$ cat config.mk
export PLATFORM = sky130hd
export DESIGN_NAME = shdlc_link_endpoint
export DESIGN_NICKNAME = d
export VERILOG_FILES = /design/src/shdlc_link_endpoint_end.v /design/src/shdlc_link_endpoint.v
export VERILOG_INCLUDE_DIRS = /design/src /design/src/src
export SDC_FILE = /design/constraint.sdc
export NUM_CORES = 1
export LEC_CHECK = 0
export BUFFER_PORTS_ARGS = -buffer_cell sky130_fd_sc_hd__buf_2
export CAP_MARGIN = 15
export CORE_UTILIZATION = 45
export DETAILED_ROUTE_END_ITERATION = 16
export HOLD_SLACK_MARGIN = 0.15
export PLACE_DENSITY = 0.63
export SLEW_MARGIN = 20
export SYNTH_ARGS = -nofsm -noshare
export SYNTH_HDL_FRONTEND = slang
export SYNTH_SLANG_ARGS = --single-unit
$ cat constraint.sdc
create_clock -name clk_sys_i -period 7.43 [get_ports clk_sys_i]
set_input_delay 1.486 -clock clk_sys_i [delete_from_list [all_inputs] [get_ports clk_sys_i]]
set_output_delay 1.486 -clock clk_sys_i [all_outputs]
set_load 0.03 [all_outputs]
$ cat src/shdlc_link_regs.vh
// Constants of the sliding-window link endpoint.
`ifndef SHDLC_LINK_REGS_VH
`define SHDLC_LINK_REGS_VH
// ****************************************
// Clock and times
// ****************************************
`define CLK_MHZ 100
`define T1_US 5000
`define T2_US 10000
`define T3_US 5000
`define TRR_US 10000
`define TMR_W 24
`define NTMR 4
`define TMR_ACK 0
`define TMR_GRD 1
`define TMR_CON 2
`define TMR_RR 3
// ****************************************
// Window and sequence numbers
// ****************************************
`define DEF_WIN 3'h4
`define SEQ_ZERO 3'h0
`define SEQ_ONE 3'h1
// ****************************************
// Control byte coding and link states
// ****************************************
`define I_TAG 2'h2
`define S_TAG 3'h6
`define U_TAG 3'h7
`define S_RR 2'h0
`define S_REJ 2'h1
`define S_RNR 2'h2
`define S_SREJ 2'h3
`define U_RSET 5'h19
`define U_UA 5'h06
`define ST_DOWN 2'h0
`define ST_WAIT 2'h1
`define ST_UP 2'h2
`endif

$ cat src/shdlc_link_endpoint_end.v
// Spare design file; all endpoint logic lives in the main design file.
`timescale 1ns/1ns
`default_nettype none
`default_nettype wire

$ cat src/shdlc_link_endpoint.v
// Sliding-window link endpoint: establishment, acknowledgement, reject and timers.
// Functional notes
// - Bring-up starts by sending RSET.
// - Link reset drops all buffered frames.
// - Every link reset pulses an upper-layer indication.
// - Acceptable RSET answered by UA; UA establishes.
// - Before establishment only RSET is accepted, plus UA while waiting.
// - Connection timer expiry resends RSET.
// - Crossed RSETs: both answer UA.
// - Too-large window offer: own RSET, no UA.
// - Idle receiver sends RR on acknowledge timeout.
// - Acknowledge timer starts on first unacknowledged frame.
// - Sending a numbered frame stops acknowledge timer.
// - Sequence gap sends REJ promptly.
// - Guard timeout retransmits unacknowledged frames.
// - Last frame acknowledged by RR, never rejected.
// - RNR acknowledges and suspends peer sending.
// - Resuming RR repeated every TRR until I-frame.
// - RR after RNR with nothing queued: empty I-frame.
// - One-ahead frame with SREJ: buffer, send SREJ.
// - Missing frame delivered, then buffered frame.
// - Sequence arithmetic wraps modulo eight.
// - SREJ resends exactly one frame.
// - Acknowledge time scales with window over four.
// - Guard time at least ten milliseconds.
// - Connection time at most five milliseconds.
// - Counters zeroed on establishment.
`timescale 1ns/1ns
`default_nettype none
`include "shdlc_link_regs.vh"
module shdlc_link_endpoint #(
   parameter [`TMR_W-1:0] T1_CYC = `T1_US * `CLK_MHZ,
   parameter [`TMR_W-1:0] T2_CYC = `T2_US * `CLK_MHZ,
   parameter [`TMR_W-1:0] T3_CYC = `T3_US * `CLK_MHZ,
   parameter [`TMR_W-1:0] TRR_CYC = `TRR_US * `CLK_MHZ
) (
   input wire clk_sys_i,
   input wire nrst_i,
   input wire link_start_i,
   input wire [2:0] cfg_win_i,
   input wire cfg_srej_i,
   input wire local_busy_i,
   input wire rx_valid_i,
   input wire [7:0] rx_ctrl_i,
   input wire [7:0] rx_tag_i,
   input wire rx_has_cfg_i,
   input wire [2:0] rx_win_i,
   input wire rx_srej_i,
   input wire up_valid_i,
   input wire [7:0] up_tag_i,
   output wire up_ready_o,
   output wire tx_valid_o,
   input wire tx_ready_i,
   output wire [7:0] tx_ctrl_o,
   output wire [7:0] tx_tag_o,
   output wire tx_empty_o,
   output wire tx_cfg_o,
   output wire [2:0] tx_win_o,
   output wire tx_srej_o,
   output wire dlv_valid_o,
   output wire [7:0] dlv_tag_o,
   output wire link_up_o,
   output wire link_reset_o
);
   // ****************************************
   // State
   // ****************************************
   reg [1:0] st_reg;
   reg [2:0] win_reg, ns_reg, vr_reg, dnr_reg, head_reg, rsnd_n_reg, sbuf_n_reg;
   reg srej_neg_reg, peer_busy_reg, busy_q_reg, resume_reg, ack_run_reg;
   reg ua_pend_reg, rset_pend_reg, rej_pend_reg, srej_pend_reg, rnr_pend_reg;
   reg rr_pend_reg, rsnd_pend_reg, empty_pend_reg, rej_sent_reg, sbuf_vld_reg, dlv2_reg;
   reg [7:0] sbuf_tag_reg, dlv_tag_reg, tx_ctrl_reg, tx_tag_reg;
   reg dlv_valid_reg, link_reset_reg, tx_valid_reg, tx_empty_reg, tx_cfg_reg, tx_srej_reg;
   reg [2:0] tx_win_reg;
   reg [`NTMR-1:0] tmr_rst_reg;
   reg [7:0] q_tag [0:7];
   reg q_emp [0:7];
   wire [`NTMR-1:0] tmr_run, tmr_exp;
   wire [`NTMR*`TMR_W-1:0] tmr_lim;
   // ****************************************
   // Receive decode
   // ****************************************
   wire is_up = (st_reg == `ST_UP);
   wire rx_i = rx_valid_i && (rx_ctrl_i[7:6] == `I_TAG);
   wire rx_s = rx_valid_i && (rx_ctrl_i[7:5] == `S_TAG);
   wire rx_u = rx_valid_i && (rx_ctrl_i[7:5] == `U_TAG);
   wire [2:0] rx_ns = rx_ctrl_i[5:3];
   wire [2:0] rx_nr = rx_ctrl_i[2:0];
   wire [1:0] rx_ty = rx_ctrl_i[4:3];
   wire is_rset = rx_u && (rx_ctrl_i[4:0] == `U_RSET);
   wire is_ua = rx_u && (rx_ctrl_i[4:0] == `U_UA);
   wire [2:0] off_win = rx_has_cfg_i ? rx_win_i : `DEF_WIN;
   wire rset_ok = (off_win <= cfg_win_i);
   wire go_up = (is_rset && rset_ok) || (is_ua && st_reg == `ST_WAIT);
   // Acknowledged number must lie between oldest outstanding and newest queued.
   wire [2:0] nr_off = rx_nr - dnr_reg;
   wire [2:0] hd_off = head_reg - dnr_reg;
   wire ack_ok = is_up && (nr_off <= hd_off);
   wire acks = rx_i || (rx_s && rx_ty != `S_SREJ);
   wire ack_adv = ack_ok && acks && (rx_nr != dnr_reg);
   wire [2:0] vr_nx = vr_reg + `SEQ_ONE;
   wire room = is_up && (hd_off < win_reg);
   wire push = up_valid_i && room;
   wire tx_free = !tx_valid_reg || tx_ready_i;
   // ****************************************
   // Timers
   // ****************************************
   wire [26:0] ack_prod = (T1_CYC >> 2) * win_reg;
   assign tmr_lim = {TRR_CYC, T3_CYC, T2_CYC, ack_prod[`TMR_W-1:0]};
   assign tmr_run[`TMR_ACK] = ack_run_reg;
   assign tmr_run[`TMR_GRD] = is_up && (dnr_reg != ns_reg);
   assign tmr_run[`TMR_CON] = (st_reg == `ST_WAIT);
   assign tmr_run[`TMR_RR] = resume_reg;
   genvar g;
   generate
      for (g = 0; g < `NTMR; g = g + 1) begin : tmr
         reg [`TMR_W-1:0] cnt_reg;
         wire [`TMR_W-1:0] lim = tmr_lim[g*`TMR_W +: `TMR_W];
         assign tmr_exp[g] = tmr_run[g] && !tmr_rst_reg[g] && (cnt_reg == lim - 1'b1);
         always @(posedge clk_sys_i or negedge nrst_i) begin
            if (!nrst_i) begin
               cnt_reg <= {`TMR_W{1'b0}};
            end else if (!tmr_run[g] || tmr_rst_reg[g] || tmr_exp[g]) begin
               cnt_reg <= {`TMR_W{1'b0}};
            end else begin
               cnt_reg <= cnt_reg + 1'b1;
            end
         end
      end
   endgenerate
   // ****************************************
   // Main control
   // ****************************************
   always @(posedge clk_sys_i or negedge nrst_i) begin
      if (!nrst_i) begin
         st_reg <= `ST_DOWN;
         win_reg <= `DEF_WIN;
         ns_reg <= `SEQ_ZERO;
         vr_reg <= `SEQ_ZERO;
         dnr_reg <= `SEQ_ZERO;
         head_reg <= `SEQ_ZERO;
         rsnd_n_reg <= `SEQ_ZERO;
         sbuf_n_reg <= `SEQ_ZERO;
         {srej_neg_reg, peer_busy_reg, busy_q_reg, resume_reg, ack_run_reg} <= 5'h0;
         {ua_pend_reg, rset_pend_reg, rej_pend_reg, srej_pend_reg, rnr_pend_reg} <= 5'h0;
         {rr_pend_reg, rsnd_pend_reg, empty_pend_reg, rej_sent_reg} <= 4'h0;
         {sbuf_vld_reg, dlv2_reg, dlv_valid_reg, link_reset_reg} <= 4'h0;
         {tx_valid_reg, tx_empty_reg, tx_cfg_reg, tx_srej_reg} <= 4'h0;
         sbuf_tag_reg <= 8'h00;
         dlv_tag_reg <= 8'h00;
         tx_ctrl_reg <= 8'h00;
         tx_tag_reg <= 8'h00;
         tx_win_reg <= `SEQ_ZERO;
         tmr_rst_reg <= {`NTMR{1'b0}};
      end else begin
         link_reset_reg <= 1'b0;
         dlv_valid_reg <= 1'b0;
         dlv2_reg <= 1'b0;
         tmr_rst_reg <= {`NTMR{1'b0}};
         busy_q_reg <= local_busy_i;
         if (tx_valid_reg && tx_ready_i) begin
            tx_valid_reg <= 1'b0;
         end
         // Transmit selector: one frame is held until the framer takes it.
         if (tx_free) begin
            tx_empty_reg <= 1'b0;
            tx_cfg_reg <= 1'b0;
            if (ua_pend_reg) begin
               tx_valid_reg <= 1'b1;
               tx_ctrl_reg <= {`U_TAG, `U_UA};
               ua_pend_reg <= 1'b0;
            end else if (rset_pend_reg) begin
               tx_valid_reg <= 1'b1;
               tx_ctrl_reg <= {`U_TAG, `U_RSET};
               tx_cfg_reg <= 1'b1;
               tx_win_reg <= cfg_win_i;
               tx_srej_reg <= cfg_srej_i;
               rset_pend_reg <= 1'b0;
               tmr_rst_reg[`TMR_CON] <= 1'b1;
            end else if (is_up && (rej_pend_reg || srej_pend_reg || rnr_pend_reg || rr_pend_reg)) begin
               tx_valid_reg <= 1'b1;
               ack_run_reg <= 1'b0;
               if (rej_pend_reg) begin
                  tx_ctrl_reg <= {`S_TAG, `S_REJ, vr_reg};
                  rej_pend_reg <= 1'b0;
               end else if (srej_pend_reg) begin
                  tx_ctrl_reg <= {`S_TAG, `S_SREJ, vr_reg};
                  srej_pend_reg <= 1'b0;
               end else if (rnr_pend_reg || local_busy_i) begin
                  tx_ctrl_reg <= {`S_TAG, `S_RNR, vr_reg};
                  rnr_pend_reg <= 1'b0;
                  rr_pend_reg <= 1'b0;
               end else begin
                  tx_ctrl_reg <= {`S_TAG, `S_RR, vr_reg};
                  rr_pend_reg <= 1'b0;
                  tmr_rst_reg[`TMR_RR] <= 1'b1;
               end
            end else if (is_up && rsnd_pend_reg) begin
               tx_valid_reg <= 1'b1;
               tx_ctrl_reg <= {`I_TAG, rsnd_n_reg, vr_reg};
               tx_tag_reg <= q_tag[rsnd_n_reg];
               tx_empty_reg <= q_emp[rsnd_n_reg];
               rsnd_pend_reg <= 1'b0;
               ack_run_reg <= 1'b0;
               tmr_rst_reg[`TMR_GRD] <= 1'b1;
            end else if (is_up && ns_reg != head_reg && !peer_busy_reg) begin
               tx_valid_reg <= 1'b1;
               tx_ctrl_reg <= {`I_TAG, ns_reg, vr_reg};
               tx_tag_reg <= q_tag[ns_reg];
               tx_empty_reg <= q_emp[ns_reg];
               ns_reg <= ns_reg + `SEQ_ONE;
               ack_run_reg <= 1'b0;
               tmr_rst_reg[`TMR_GRD] <= 1'b1;
            end
         end
         if (ack_adv) begin
            tmr_rst_reg[`TMR_GRD] <= 1'b1;
         end
         // Timer consequences; pending flags are set after the selector clears them.
         if (tmr_exp[`TMR_ACK] || tmr_exp[`TMR_RR]) begin
            rr_pend_reg <= 1'b1;
         end
         if (tmr_exp[`TMR_GRD]) begin
            ns_reg <= dnr_reg;
         end
         if (tmr_exp[`TMR_CON]) begin
            rset_pend_reg <= 1'b1;
         end
         if (local_busy_i && !busy_q_reg) begin
            rnr_pend_reg <= 1'b1;
         end
         if (!local_busy_i && busy_q_reg) begin
            rr_pend_reg <= 1'b1;
            resume_reg <= 1'b1;
         end
         // Upper-layer queue; an empty frame only fills a slot nobody else wants.
         if (push) begin
            head_reg <= head_reg + `SEQ_ONE;
            empty_pend_reg <= 1'b0;
         end else if (empty_pend_reg && room) begin
            head_reg <= head_reg + `SEQ_ONE;
            empty_pend_reg <= 1'b0;
         end
         if (dlv2_reg) begin
            dlv_valid_reg <= 1'b1;
            dlv_tag_reg <= sbuf_tag_reg;
            vr_reg <= vr_nx;
            sbuf_vld_reg <= 1'b0;
         end
         // Receive handling.
         if (is_rset) begin
            if (rset_ok) begin
               ua_pend_reg <= 1'b1;
               st_reg <= `ST_UP;
               win_reg <= off_win;
               srej_neg_reg <= rx_srej_i && cfg_srej_i;
            end else begin
               rset_pend_reg <= 1'b1;
               st_reg <= `ST_WAIT;
            end
         end else if (is_ua && st_reg == `ST_WAIT) begin
            st_reg <= `ST_UP;
            win_reg <= cfg_win_i;
            srej_neg_reg <= cfg_srej_i;
         end else if (is_up) begin
            if (ack_ok && acks) begin
               dnr_reg <= rx_nr;
            end
            if (rx_i) begin
               resume_reg <= 1'b0;
               if (rx_ns == vr_reg) begin
                  dlv_valid_reg <= 1'b1;
                  dlv_tag_reg <= rx_tag_i;
                  vr_reg <= vr_nx;
                  rej_sent_reg <= 1'b0;
                  ack_run_reg <= 1'b1;
                  if (sbuf_vld_reg && sbuf_n_reg == vr_nx) begin
                     dlv2_reg <= 1'b1;
                  end
               end else if (srej_neg_reg && rx_ns == vr_nx && !sbuf_vld_reg) begin
                  sbuf_vld_reg <= 1'b1;
                  sbuf_n_reg <= rx_ns;
                  sbuf_tag_reg <= rx_tag_i;
                  srej_pend_reg <= 1'b1;
               end else if (!rej_sent_reg && !sbuf_vld_reg) begin
                  rej_pend_reg <= 1'b1;
                  rej_sent_reg <= 1'b1;
               end
            end else if (rx_s) begin
               case (rx_ty)
                  `S_RR: begin
                     peer_busy_reg <= 1'b0;
                     if (peer_busy_reg && ns_reg == head_reg && !push) begin
                        empty_pend_reg <= 1'b1;
                     end
                  end
                  `S_REJ: begin
                     peer_busy_reg <= 1'b0;
                     if (ack_ok) begin
                        ns_reg <= rx_nr;
                     end
                  end
                  `S_RNR: begin
                     peer_busy_reg <= 1'b1;
                  end
                  default: begin
                     rsnd_pend_reg <= 1'b1;
                     rsnd_n_reg <= rx_nr;
                  end
               endcase
            end
         end
         if (link_start_i) begin
            st_reg <= `ST_WAIT;
            rset_pend_reg <= 1'b1;
            ua_pend_reg <= 1'b0;
         end
         if (go_up || link_start_i) begin
            ns_reg <= `SEQ_ZERO;
            vr_reg <= `SEQ_ZERO;
            dnr_reg <= `SEQ_ZERO;
            head_reg <= `SEQ_ZERO;
            sbuf_vld_reg <= 1'b0;
            {rej_pend_reg, srej_pend_reg, rnr_pend_reg, rr_pend_reg} <= 4'h0;
            {rsnd_pend_reg, empty_pend_reg, rej_sent_reg, dlv2_reg} <= 4'h0;
            {ack_run_reg, peer_busy_reg, resume_reg, dlv_valid_reg} <= 4'h0;
            link_reset_reg <= 1'b1;
         end
      end
   end
   // Queue slots hold only handles; the payload stays with the framer.
   always @(posedge clk_sys_i) begin
      if (push) begin
         q_tag[head_reg] <= up_tag_i;
         q_emp[head_reg] <= 1'b0;
      end else if (empty_pend_reg && room) begin
         q_tag[head_reg] <= 8'h00;
         q_emp[head_reg] <= 1'b1;
      end
   end
   assign up_ready_o = room && !link_start_i;
   assign tx_valid_o = tx_valid_reg;
   assign tx_ctrl_o = tx_ctrl_reg;
   assign tx_tag_o = tx_tag_reg;
   assign tx_empty_o = tx_empty_reg;
   assign tx_cfg_o = tx_cfg_reg;
   assign tx_win_o = tx_win_reg;
   assign tx_srej_o = tx_srej_reg;
   assign dlv_valid_o = dlv_valid_reg;
   assign dlv_tag_o = dlv_tag_reg;
   assign link_up_o = is_up;
   assign link_reset_o = link_reset_reg;
endmodule
`default_nettype wire

Word-level counts from Yosys, hierarchy flattened
Memories as Yosys holds them, arrays and structs flattened.
Index checks and enable logic that the tools add are counted.

word-level totals
  register bits after elaboration = 179
  RAM bits = 72
  input port bits = 40
  output and inout port bits = 35
  logic and storage cells = 422
  memories = 2

memories
  name   depth  width  rd ports  clocked after Yosys merged registers in  write ports  line                      text
  q_tag  8      8      2         0                                        1            shdlc_link_endpoint.v:77  reg [7:0] q_tag [0:7];
  q_emp  8      1      2         0                                        1            shdlc_link_endpoint.v:78  reg q_emp [0:7];

cells by class
  $add $sub $neg = 10
  multiply operators = 1
  order comparisons = 3
  equality and inequality tests = 34
  mux-type cells = 224
  bitwise gates (word level) = 10
  reductions and logical operators = 98

operator list
  kind                   count
  $mux 1                 162
  $mux 8                 14
  $mux 3                 36
  $add 24x1->24 const B  4
  $mux 24                4
  $eq 24x20->1 const B   2
  $logic_and 1x1->1      37
  $reduce_and 6->1       5
  $eq 24x19->1 const B   1
  $eq 24x24->1           1
  $reduce_bool 3->1      7
  $sub 20x1->21 const B  1
  $mul 14x3->17 const A  1
  $logic_or 1x1->1       16
  $ne 4x1->1 const B     4
  $logic_not 1->1        15
  $mux 5                 3
  $eq 3x3->1             4
  $ne 3x1->1 const B     4
  $reduce_bool 2->1      6
  $add 3x1->3 const B    3
  $ne 3x3->1             3
  $mux 2                 4
  $ne 2x1->1 const B     4
  other kinds (23)       39

Depth between registers and ports, before layout
  depth in word-level cells = 18
  gate-level depth with buffers = 14

Worst setup path after synthesis
Ideal clock, no wire load.

  path type = flip-flop to output port
  start point = reg head_reg[0]
  end point = out up_ready_o
  data arrival time = 2.322 ns
  slack = 3.622 ns
  cell stages (with the launch flop) = 11
  path through = dfrtp_1 > clkbuf_1 > inv_1 > ha_1 > inv_1 > fa_1 > ha_1 > a21boi_0 > o21ai_0 > nand2_1 > nor2_1

between the ends
  word-level cells in the longest chain between the ends = 4

ends and longest elaborated chain
  what                      line                       text
  start: declaration        shdlc_link_endpoint.v:69   reg [2:0] win_reg, ns_reg, vr_reg, dnr_reg, head_reg, rsnd_n_reg, sbuf_n_reg;
  start signal: assignment  shdlc_link_endpoint.v:142  head_reg <= `SEQ_ZERO;
  start signal: assignment  shdlc_link_endpoint.v:239  head_reg <= head_reg + `SEQ_ONE;
  start signal: assignment  shdlc_link_endpoint.v:242  head_reg <= head_reg + `SEQ_ONE;
  $sub 3x3->3               shdlc_link_endpoint.v:98   wire [2:0] hd_off = head_reg - dnr_reg;
  $lt 3x3->1                shdlc_link_endpoint.v:103  wire room = is_up && (hd_off < win_reg);
  $logic_and 1x1->1         shdlc_link_endpoint.v:103
  $logic_and 1x1->1         shdlc_link_endpoint.v:342  assign up_ready_o = room && !link_start_i;
  end: declaration          shdlc_link_endpoint.v:51   output wire up_ready_o,

Every way passes these cells.

Worst setup path in the final report
Ends and elaborated chain as after synthesis.

==> flow_summary.json <==
{
  "arrival_ns": 3.09,
  "nFillCells": 2474,
  "synth_top_cells_by_count": "dfrtp_1, nor2_1, nand2_1, xor2_1, edfxtp_1",
  "synth_top_area_share_pct": 34.48,
  "io_pins": 75,
  "synth_top_area_cell": "dfrtp_1",
  "hold-worst-slack_ns": 0.4330,
  "utilization_pct": 52.29,
  "cts_buffers": 28,
  "grt_pass1_vias": 8733,
  "cts_buffer_depth": 3,
  "cts_tree": "done",
  "status": "finished, final reports clean",
  "track_usage_pct": 19.54,
  "clock-root-buffer": "clkbuf_16",
  "chipHeight_um": 171.4,
  "fmax_ghz": 0.2188,
  "num_rows": 61,
  "yosys_warnings": 0,
  "cp-end-kind": "output port",
  "drc": 0,
  "period_share_pct": 61.52,
  "syn_nets": 1237,
  "tns_ns": 0,
  "syn_area_mm2": 0.01292,
  "p_leak_nw": 5.772,
  "drv_slew": 0,
  "die_w_um": 171.4,
  "drt-initial-drc-count": 525,
  "post_drt_wl_per_cell_um": 16.89,
  "crit_fanout": 6,
  "worstSetupStartpointType": "flop",
  "gp_congestion": 0.8035,
  "drv_cap": 0,
  "synth_edf_count": 72,
  "grt_pass1_wl_um": 45420,
  "drt_wl_total_um": 27510,
  "io_buffer_count": 74,
  "drive_gt1_share_pct": 16.56,
  "clk_pin_slew_ns": 0.06,
  "avgSynthCellArea_um2": 11.14,
  "hold_class": "flop to flop",
  "setup_ws_ns": 2.859,
  "insertion_delay_ns": 0.58,
  "postCtsResizedCells": 0,
  "yosys.cell_count.top_type": "dfrtp_1",
  "area_delta_synth_final_pct": 13.39,
  "path_class": "flop to output port",
  "post-place-ws_ns": 3.195,
  "ant_nets": 0,
  "dp.final_hpwl_um": 18930,
  "dieArea_mm2": 0.02939,
  "worst_slew_pin_slew_ns": 1.081,
  "h-tree-depth": 1,
  "coreArea_mm2": 0.02801,
  "drtPass1Iterations": 5,
  "worstPathRequired_ns": 5.94,
  "ir_drop_v": 0.0001815,
  "powerDensity_mw_per_mm2": 219.9,
  "async_flop_share_pct": 71.31,
  "gr-total-overflow": 0,
  "largest_reg_flops": 96,
  "start_util_pct": 46.12,
  "yosysSeqAreaShare_pct": 51.42,
  "syn_inst": 1160,
  "postCtsHoldBufs": 0,
  "ys_ff_latch": 251,
  "netlist_top_cells_area": "dfrtp_1, edfxtp_1, mux4_2, xor2_1, nor2_1",
  "multi_input_comb_area_mm2": 0.005986,
  "rsz0062_at_grt": "false",
  "final_hold_viol_count": 0,
  "antenna_found_initial": 2,
  "max_slew_margin_pct": 27.95,
  "post_cts_buffers": 0,
  "vias": 8753,
  "fin_skew_ns": 0.04789,
  "setup_viol": 0,
  "synth_flop_cell": "dfrtp_1",
  "synthDistinctLibCells": 66,
  "cts_sinks": 251,
  "seqCellArea_mm2": 0.006643,
  "min_period_ns": 4.571,
  "grt_max_degree": 115,
  "via_per_inst": 5.373,
  "nets": 1305
}
## metal layers
| metal | share of wire, % | track usage (%) | vias to the layer above |
|---|---|---|---|
| li1 | - | - | 4242 |
| met1 | 45 | 26.09 | 4313 |
| met2 | 48 | 32.39 | 142 |
| met3 | 4.1 | 3.590 | 54 |
| met4 | 2.2 | 5.745 | 2 |
| met5 | 0.047 | 0 | - |
## cells in the final DEF (no fill, tap or decap), types with 13 or more instances in the layout
cell / count
xor2_1: 73
nor2_1: 150
a21oi_1: 37
nor3_1: 37
nand4_1: 24
nand3_1: 38
mux4_2: 36
and2_1: 15
inv_1: 34
clkbuf_16: 28
o21ai_0: 39
dfrtp_1: 178
mux2_2: 27
mux2i_1: 23
and3_1: 21
nand2b_1: 13
edfxtp_1: 72
xnor2_1: 59
ha_1: 32
buf_2: 73
nand2_1: 86
nor2b_1: 16
## per-stage QoR
stage	instance area [um^2]	cells	total power, mW
after floorplan	12920	1160	1.712
after global placement	13660	1576	1.801
after detailed placement	13660	1576	1.808
after CTS	14640	1628	3.255
after global routing	14640	1628	3.340
final	14650	1629	3.221
## layout make-up
| type | instances | area share, % |
|---|---|---|
| sequential | 251 | 45.35 |
| antenna | 1 | 0.01709 |
| multi-input combinational | 831 | 40.87 |
| clock buffer | 35 | 5.168 |
| clock inverter | 17 | 1.521 |
| timing repair buffer | 81 | 2.947 |
| inverter | 35 | 0.8970 |
| tap | 378 | 3.229 |
## power by group
group          internal (mW)  switching (mW)
logic                  0.121           0.194
clock network          0.866           0.576
registers               1.44          0.0219
## final timing paths
kind                                          startpoint                      endpoint  slack, ns  cells after the start
worst max-delay path             head_reg[0]$_DFFE_PN0P_                    up_ready_o       2.86                     10
worst min-delay path            tmr_rst_reg[2]$_DFF_PN0_   tmr[2].cnt_reg[4]$_DFF_PN0_       0.43                      1
worst max register to register    win_reg[0]$_DFFE_PN0P_  tmr[0].cnt_reg[11]$_DFF_PN0_       3.16                     12
worst min register to register  tmr_rst_reg[2]$_DFF_PN0_   tmr[2].cnt_reg[4]$_DFF_PN0_       0.43                      1
max in group asynchronous                         nrst_i  tmr[0].cnt_reg[22]$_DFF_PN0_       4.95                      2
min in group asynchronous                         nrst_i  tmr[2].cnt_reg[20]$_DFF_PN0_       1.06                      1
## worst max-delay path, stage by stage (launching register included)
cell and delay, ns:
dfrtp_1 0.48, inv_1 0.12, ha_1 0.19, inv_1 0.07, fa_1 0.44, ha_1 0.28, a21boi_0 0.12, o21ai_0 0.16
nand2_1 0.16, nor2_1 0.25, buf_2 0.25
## logic make-up after synthesis
logic type / Yosys count / synth area share (%)
and+or+nand+nor: 453 / 17.05
DFF: 251 / 51.42
xor gates and xnor gates: 133 / 9.076
AOI/OAI and AO/OA: 122 / 5.812
muxes: 86 / 10.41
buffers and inverters: 78 / 2.354
adders and majority gates: 37 / 3.874
Power figures use the tool's default switching activity.
